==> config.mk <==
export PLATFORM = sky130hd
export DESIGN_NAME = i2c_mode_wait_bitcount_ctrl
export DESIGN_NICKNAME = d
export VERILOG_FILES = /design/src/logic/i2c_mode_pkg.sv /design/src/logic/pin_sync.sv /design/src/logic/i2c_mode_wait_bitcount_ctrl.sv
export VERILOG_INCLUDE_DIRS = /design/src /design/src/logic
export SDC_FILE = /design/constraint.sdc
export NUM_CORES = 1
export LEC_CHECK = 0
export BUFFER_PORTS_ARGS = -buffer_cell sky130_fd_sc_hd__buf_4
export CORE_AREA = 4 4 65 67
export DETAILED_ROUTE_END_ITERATION = 8
export DIE_AREA = 0 0 69 71
export MAX_ROUTING_LAYER = met4
export PLACE_DENSITY = 0.81
export SLEW_MARGIN = 20
export SYNTH_ARGS = -nofsm -noshare
export SYNTH_HDL_FRONTEND = slang
export SYNTH_HIERARCHICAL = 1
export SYNTH_SLANG_ARGS = --single-unit
==> constraint.sdc <==
create_clock -name sys_clk -period 6.95 [get_ports sys_clk]
set_input_delay 0.695 -clock sys_clk [delete_from_list [all_inputs] [get_ports sys_clk]]
set_output_delay 0.695 -clock sys_clk [all_outputs]
set_load 0.1 [all_outputs]
==> src/logic/i2c_mode_map.svh <==
// constants of the mode-control block: register offset, field positions,
// reset value and timing counts.
// assumes a 20 MHz system clock and the plain register port of the block.
`ifndef I2C_MODE_MAP_SVH
`define I2C_MODE_MAP_SVH

// ****************************************
// register map
// ****************************************
`define MODE_CTRL_OFS 8'h00
`define RSV7_BIT 7
`define WAIT_BIT 6
`define GUARD_BIT 3
`define COUNT_MSB 2
`define COUNT_LSB 0
`define MODE_RESET 8'h38
`define UNMAPPED_READ 8'h00

// ****************************************
// timing
// ****************************************
`define CLK_MHZ 20
// half period of the transfer clock that sets the scl bit time
`define XFER_HALF_NS 2500
`define XFER_HALF_CYC ((`XFER_HALF_NS * `CLK_MHZ + 999) / 1000)
// wait length in whole transfer clocks
`define WAIT_XFER_CLKS 2
`define WAIT_CYC (`WAIT_XFER_CLKS * 2 * `XFER_HALF_CYC)

`endif

==> src/logic/i2c_mode_pkg.sv <==
// types shared by the mode-control block.
// assumes the constants header is compiled alongside.
`default_nettype none

package i2c_mode_pkg;

  // one request on the register port
  typedef struct packed {
    logic [7:0] addr;
    logic [7:0] wdata;
    logic wr;
    logic rd;
  } reg_req_t;

  // layout of the mode-control register as read back
  typedef struct packed {
    logic rsv7;
    logic wait_en;
    logic [1:0] ones;
    logic guard;
    logic [2:0] count;
  } mode_fields_t;

  typedef enum logic [2:0] {
    ST_IDLE = 3'b000,
    ST_LOW = 3'b001,
    ST_HIGH = 3'b010,
    ST_WAIT = 3'b011,
    ST_SLAVE = 3'b100
  } frame_state_t;

endpackage

`default_nettype wire

==> src/logic/pin_sync.sv <==
// two flip-flop synchroniser for pins that arrive from outside sys_clk.
// assumes each bit is an independent level; no bus coherence is given.
`timescale 1ns/1ps
`default_nettype none

module pin_sync #(
  parameter int WIDTH = 1
) (
  // clock and reset
  input wire logic sys_clk,
  input wire logic arst_n,
  // levels
  input wire logic [WIDTH-1:0] pin_in,
  output logic [WIDTH-1:0] pin_sync_out
);

  logic [WIDTH-1:0] stage1_reg;

  // the first stage feeds only the second stage
  for (genvar i = 0; i < WIDTH; i++) begin : g_bit
    always_ff @(posedge sys_clk or negedge arst_n) begin
      if (!arst_n) begin
        stage1_reg[i] <= 1'b1;
        pin_sync_out[i] <= 1'b1;
      end else begin
        stage1_reg[i] <= pin_in[i];
        pin_sync_out[i] <= stage1_reg[i];
      end
    end
  end

endmodule

`default_nettype wire

==> src/logic/i2c_mode_wait_bitcount_ctrl.sv <==
// mode control of the i2c interface: wait insertion, guarded bit count
// and the scl timing of one transfer frame.
// assumes a neighbouring shift engine pulses xfer_start between frames and
// drives sda; the scl pin is open drain and resolved outside.
//
// Behaviour
// - as master with wait enabled, scl stays low two extra transfer clocks after the last data bit falls, before the ack bit.
// - with wait disabled, data bits and the ack bit follow one another with no extra low time.
// - in slave mode the wait bit is ignored and no wait is inserted.
// - reserved bits 5 and 4 always read as one.
// - a write with the guard bit at zero loads the three count bits from that write, unless a frame ends in the same cycle.
// - a write with the guard bit at one leaves the count bits unchanged.
// - the guard bit always reads as one and is not stored.
// - count code 000 means 9 bits and codes 001 to 111 mean 2 to 8 bits.
// - the count returns to 000 when a transfer with its ack bit completes.
//
// Design decisions made here: the placing of the registers and the address-and-strobe port.
`timescale 1ns/1ps
`default_nettype none
`include "i2c_mode_map.svh"

module i2c_mode_wait_bitcount_ctrl (
  // clock and reset
  input wire logic sys_clk,
  input wire logic arst_n,
  // register port
  input wire i2c_mode_pkg::reg_req_t reg_req,
  output logic [7:0] reg_rdata,
  // neighbouring transfer logic
  input wire logic master_mode,
  input wire logic xfer_start,
  output logic xfer_busy,
  output logic xfer_done,
  output logic wait_active,
  output logic [3:0] bit_index,
  output logic [2:0] transfer_count,
  // bus pin
  input wire logic scl_in,
  output logic scl_out,
  output logic scl_oe_n
);

  // ****************************************
  // constants and declarations
  // ****************************************
  localparam logic [7:0] HALF_M1 = 8'(`XFER_HALF_CYC - 1);
  localparam logic [7:0] WAIT_M1 = 8'(`WAIT_CYC - 1);

  logic rsv7_reg;
  logic wait_en_reg;
  logic [2:0] count_reg;
  logic [7:0] rdata_reg;
  logic wr_hit;
  logic rd_hit;
  logic scl_s;
  logic scl_prev_reg;
  logic scl_rise;
  i2c_mode_pkg::frame_state_t state_reg;
  i2c_mode_pkg::frame_state_t state_next;
  logic [7:0] tmr_reg;
  logic [7:0] tmr_next;
  logic [3:0] idx_reg;
  logic [3:0] idx_next;
  logic [3:0] frame_bits_reg;
  logic [3:0] frame_bits_next;
  logic done_next;
  logic done_reg;
  logic oe_n_reg;
  logic wait_act_reg;
  logic last_bit;
  logic last_data_bit;
  i2c_mode_pkg::mode_fields_t rd_view;

  function automatic logic [3:0] count_to_bits(input logic [2:0] code);
    count_to_bits = (code == 3'b000) ? 4'd9 : {1'b0, code} + 4'd1;
  endfunction

  // ****************************************
  // register port
  // ****************************************
  assign wr_hit = reg_req.wr && (reg_req.addr == `MODE_CTRL_OFS);
  assign rd_hit = reg_req.rd && (reg_req.addr == `MODE_CTRL_OFS);

  always_ff @(posedge sys_clk or negedge arst_n) begin
    if (!arst_n) begin
      rsv7_reg <= 1'(`MODE_RESET >> `RSV7_BIT);
      wait_en_reg <= 1'(`MODE_RESET >> `WAIT_BIT);
    end else if (wr_hit) begin
      rsv7_reg <= reg_req.wdata[`RSV7_BIT];
      wait_en_reg <= reg_req.wdata[`WAIT_BIT];
    end
  end

  // a frame end in the same cycle as a write wins: the write is taken to
  // belong to the frame just ended and would leave a stale count behind
  always_ff @(posedge sys_clk or negedge arst_n) begin
    if (!arst_n) begin
      count_reg <= 3'(`MODE_RESET);
    end else if (done_next) begin
      count_reg <= 3'h0;
    end else if (wr_hit && !reg_req.wdata[`GUARD_BIT]) begin
      count_reg <= reg_req.wdata[`COUNT_MSB:`COUNT_LSB];
    end
  end

  always_comb begin
    rd_view.rsv7 = rsv7_reg;
    rd_view.wait_en = wait_en_reg;
    rd_view.ones = 2'b11;
    rd_view.guard = 1'b1;
    rd_view.count = count_reg;
  end

  // read data stand for the single cycle after the strobe
  always_ff @(posedge sys_clk or negedge arst_n) begin
    if (!arst_n) begin
      rdata_reg <= 8'h00;
    end else if (rd_hit) begin
      rdata_reg <= rd_view;
    end else begin
      rdata_reg <= `UNMAPPED_READ;
    end
  end

  assign reg_rdata = rdata_reg;
  assign transfer_count = count_reg;

  // ****************************************
  // scl sampling
  // ****************************************
  pin_sync #(
    .WIDTH(1)
  ) u_scl_sync (
    .sys_clk(sys_clk),
    .arst_n(arst_n),
    .pin_in(scl_in),
    .pin_sync_out(scl_s)
  );

  always_ff @(posedge sys_clk or negedge arst_n) begin
    if (!arst_n) begin
      scl_prev_reg <= 1'b1;
    end else begin
      scl_prev_reg <= scl_s;
    end
  end

  assign scl_rise = scl_s && !scl_prev_reg;

  // ****************************************
  // frame timing
  // ****************************************
  assign last_bit = (idx_reg == frame_bits_reg - 4'd1);
  assign last_data_bit = (idx_reg == frame_bits_reg - 4'd2);

  always_comb begin
    state_next = state_reg;
    tmr_next = tmr_reg;
    idx_next = idx_reg;
    frame_bits_next = frame_bits_reg;
    done_next = 1'b0;
    case (state_reg)
      i2c_mode_pkg::ST_IDLE: begin
        if (xfer_start) begin
          idx_next = 4'd0;
          frame_bits_next = count_to_bits(count_reg);
          tmr_next = HALF_M1;
          // slave frames follow the far clock and never wait
          state_next = master_mode ? i2c_mode_pkg::ST_LOW : i2c_mode_pkg::ST_SLAVE;
        end
      end
      i2c_mode_pkg::ST_LOW: begin
        tmr_next = tmr_reg - 8'd1;
        if (tmr_reg == 8'd0) begin
          tmr_next = HALF_M1;
          state_next = i2c_mode_pkg::ST_HIGH;
        end
      end
      i2c_mode_pkg::ST_HIGH: begin
        tmr_next = tmr_reg - 8'd1;
        if (tmr_reg == 8'd0) begin
          if (last_bit) begin
            done_next = 1'b1;
            state_next = i2c_mode_pkg::ST_IDLE;
          end else if (last_data_bit && wait_en_reg) begin
            idx_next = idx_reg + 4'd1;
            tmr_next = WAIT_M1;
            state_next = i2c_mode_pkg::ST_WAIT;
          end else begin
            idx_next = idx_reg + 4'd1;
            tmr_next = HALF_M1;
            state_next = i2c_mode_pkg::ST_LOW;
          end
        end
      end
      i2c_mode_pkg::ST_WAIT: begin
        tmr_next = tmr_reg - 8'd1;
        if (tmr_reg == 8'd0) begin
          tmr_next = HALF_M1;
          state_next = i2c_mode_pkg::ST_LOW;
        end
      end
      i2c_mode_pkg::ST_SLAVE: begin
        if (scl_rise) begin
          if (last_bit) begin
            done_next = 1'b1;
            state_next = i2c_mode_pkg::ST_IDLE;
          end else begin
            idx_next = idx_reg + 4'd1;
          end
        end
      end
      default: begin
        state_next = i2c_mode_pkg::ST_IDLE;
      end
    endcase
  end

  always_ff @(posedge sys_clk or negedge arst_n) begin
    if (!arst_n) begin
      state_reg <= i2c_mode_pkg::ST_IDLE;
      tmr_reg <= 8'h00;
      idx_reg <= 4'h0;
      frame_bits_reg <= 4'h9;
      done_reg <= 1'b0;
    end else begin
      state_reg <= state_next;
      tmr_reg <= tmr_next;
      idx_reg <= idx_next;
      frame_bits_reg <= frame_bits_next;
      done_reg <= done_next;
    end
  end

  // pin controls are registered from the next state so they change with it
  always_ff @(posedge sys_clk or negedge arst_n) begin
    if (!arst_n) begin
      oe_n_reg <= 1'b1;
      wait_act_reg <= 1'b0;
    end else begin
      oe_n_reg <= !(state_next == i2c_mode_pkg::ST_LOW || state_next == i2c_mode_pkg::ST_WAIT);
      wait_act_reg <= (state_next == i2c_mode_pkg::ST_WAIT);
    end
  end

  assign scl_out = 1'b0;
  assign scl_oe_n = oe_n_reg;
  assign wait_active = wait_act_reg;
  assign xfer_done = done_reg;
  assign xfer_busy = (state_reg != i2c_mode_pkg::ST_IDLE);
  assign bit_index = idx_reg;
endmodule

`default_nettype wire

==> flow_summary.json <==
{
  "cts_max_path_buffers": 2,
  "largest_reg_flops": 8,
  "ys_types": 52,
  "num_vias": 1603,
  "grt_usage_pct": 18.6,
  "syn_to_final_growth_pct": 19.3,
  "grt_pass1_vias": 1490,
  "ioPinCount": 43,
  "end_kind": "flip-flop",
  "power_density_nw_per_um2": 332,
  "hold_buffers": 0,
  "critPathTopFamily": "flip-flops",
  "finalHoldViolCount": 0,
  "setup-tns-final_ns": 0,
  "max_clock_freq_mhz": 396,
  "ant_nets": 0,
  "cp_max_fo": 6,
  "synth_seq_cells": 36,
  "p_leak_nw": 1.14,
  "syn_area_per_cell_sq_um": 10.1,
  "status": "completed",
  "power_mw": 0.807,
  "clk_latency_ns": 0.29,
  "use_met3_pct": 4.83,
  "cts_tree": "built",
  "overflow": 0,
  "viasPerCell": 5.55,
  "finClkSkew_ns": 0.00536,
  "grt_pass1_wl_mm": 7.11,
  "rows": 22,
  "post_cts_resized": 0,
  "cts_setup_buffers": 0,
  "setup_viol": 0,
  "antenna_cells": 0,
  "crit_chain": "inv_1, ha_1, xor3_1, or3_1, o21ai_2, a21oi_2, mux2_4",
  "clkSlewWorstSetupHoldPaths_ns": 0.07,
  "nets": 271,
  "cts_sinks": 36,
  "synth.cell_area_sq_um": 2040,
  "synth_edf_count": 0,
  "first_iter_violations": 97,
  "portBuffers": 39,
  "peakVddDrop_mv": 0.192,
  "finalHoldWorstSlack_ns": 0.347,
  "wl_per_cell_um": 14.4,
  "ys.warnings.count": 6,
  "critPathKind": "reg -> reg",
  "cp-start-kind": "flip-flop",
  "cts_max_level": 2,
  "top_usage_layer": "met2",
  "fin_ws_ns": 4.43,
  "die_w_um": 69,
  "tightest_slew_ns": 0.921,
  "drv_cap": 0,
  "drive_gt1_share_pct": 27.0,
  "ys_seq_area_share_pct": 44.5,
  "rsz0062_at_grt": "false",
  "gr-usage-met2_pct": 29.7,
  "finalMaxSlewViolations": 0,
  "async_reset_ff_share_pct": 100,
  "synth_ff_type": "dfrtp_1",
  "critPathBufInv": 1,
  "antenna_found_initial": 0,
  "die_h_um": 71,
  "min_period_ns": 2.52,
  "hold_path.class": "in -> async",
  "cts-buffers-inserted": 5,
  "fin_cells": 289,
  "post-dp-hpwl_mm": 3.10,
  "gp_congestion": 0.834,
  "drt_wl_total_mm": 4.17,
  "period_share_pct": 36.3,
  "dieArea_sq_um": 4900,
  "met1_usage_pct": 23.0,
  "start_util_pct": 56.1,
  "root_buffer": "clkbuf_8",
  "drt_first_pass_iters": 4,
  "dpl.cell_count": 281,
  "post-place-ws_ns": 4.46,
  "grt_max_degree": 37,
  "coreArea_sq_um": 3630,
  "maxSlewHeadroom_pct": 38.0,
  "required_ns": 7.12,
  "synthCells": 202,
  "cpPeakStageDelay_ns": 0.57,
  "syn_nets": 233,
  "crit_arrival_ns": 2.70,
  "drc": 0,
  "crit_slowest_cell": "dfstp_2"
}
==> cell type report <==
class	count	area (sq um)
fill	301	1200
multi-input combinational	145	1030
sequential	36	908
timing repair buffer	39	293
clock buffer	6	72.6
tap	48	60.1
inverter	13	48.8
clock inverter	2	16.3
==> per-stage QoR <==
step	cell area [sq um]	util, %
finish	2430	66.9
global route	2430	66.9
CTS	2430	66.9
detailed placement	2340	64.5
global placement	2340	64.5
floorplan	2040	-
==> layer usage <==
layer	up-vias	wire [um]
met5	-	0
li1	784	-
met4	0	80
met3	8	219
met2	47	1980
met1	764	1880
==> report_power, final <==
group          leakage (nW)  switching (mW)  internal, mW
Combinational         0.645           0.218         0.131
Clock                0.0414          0.0773        0.0712
Sequential            0.452          0.0512         0.258
Total                  1.14           0.347         0.461
==> cell usage after synthesis, types with 4 or more instances <==
cell	count	area [sq um]
mux2i_1	7	70.1
o21ai_0	6	30.0
nor3_1	5	25.0
nand2b_1	4	25.0
ha_1	8	100
nand3_1	10	50.1
dfstp_2	6	158
dfrtp_1	30	751
and3_1	5	31.3
xnor2_1	4	35.0
a21oi_1	8	40.0
and2_1	7	43.8
nand2_1	11	41.3
a31oi_1	5	31.3
nor2_1	19	71.3
inv_1	13	48.8
==> cells in the final DEF, fill, tap and decap left out, drive strengths merged, types with 2 or more instances in the layout <==
master and n:
buf 39, dfrtp 30, nor2 19, inv 13
nand2 11, nand3 10, a21oi 9, o21ai 9
ha 8, and2 7, mux2i 7, dfstp 6
clkbuf 6, xnor2 6, nor3 5, and3 5
a31oi 5, nand2b 4, o31ai 4, nor2b 3
nand4 3, nor4 3, mux2 3, xor2 2
or2 2, nand4b 2, a211oi 2, a21boi 2
==> kinds of logic (layout without fill, tap and decap cells) <==
family          count (synthesis)  count (layout)  share of synthesized area, %
fa+ha+maj                       8               8                          4.91
mux                            10              10                          5.28
compound gates                 40              40                          14.8
xor+xnor                        9               9                          5.89
other cells                     1               1                         0.184
flops                          36              36                          44.5
simple gates                   77              77                          19.6
buf+inv                        21              60                          4.79
==> final timing paths <==
| path | startpoint | endpoint | slack (ns) | cells after the start |
|---|---|---|---|---|
| setup reg to reg | frame_bits_reg[0] | bit_index[0] | 4.43 | 7 |
| min in group sys_clk | u_scl_sync/stage1_reg | u_scl_sync/pin_sync_out | 0.36 | 0 |
| setup / recovery | frame_bits_reg[0] | bit_index[0] | 4.43 | 7 |
| hold reg to reg | u_scl_sync/stage1_reg | u_scl_sync/pin_sync_out | 0.36 | 0 |
| max in group asynchronous | arst_n | frame_bits_reg[0] | 6.26 | 1 |
| hold / removal | arst_n | tmr_reg[3] | 0.35 | 1 |
Power figures use the tool's default switching activity.
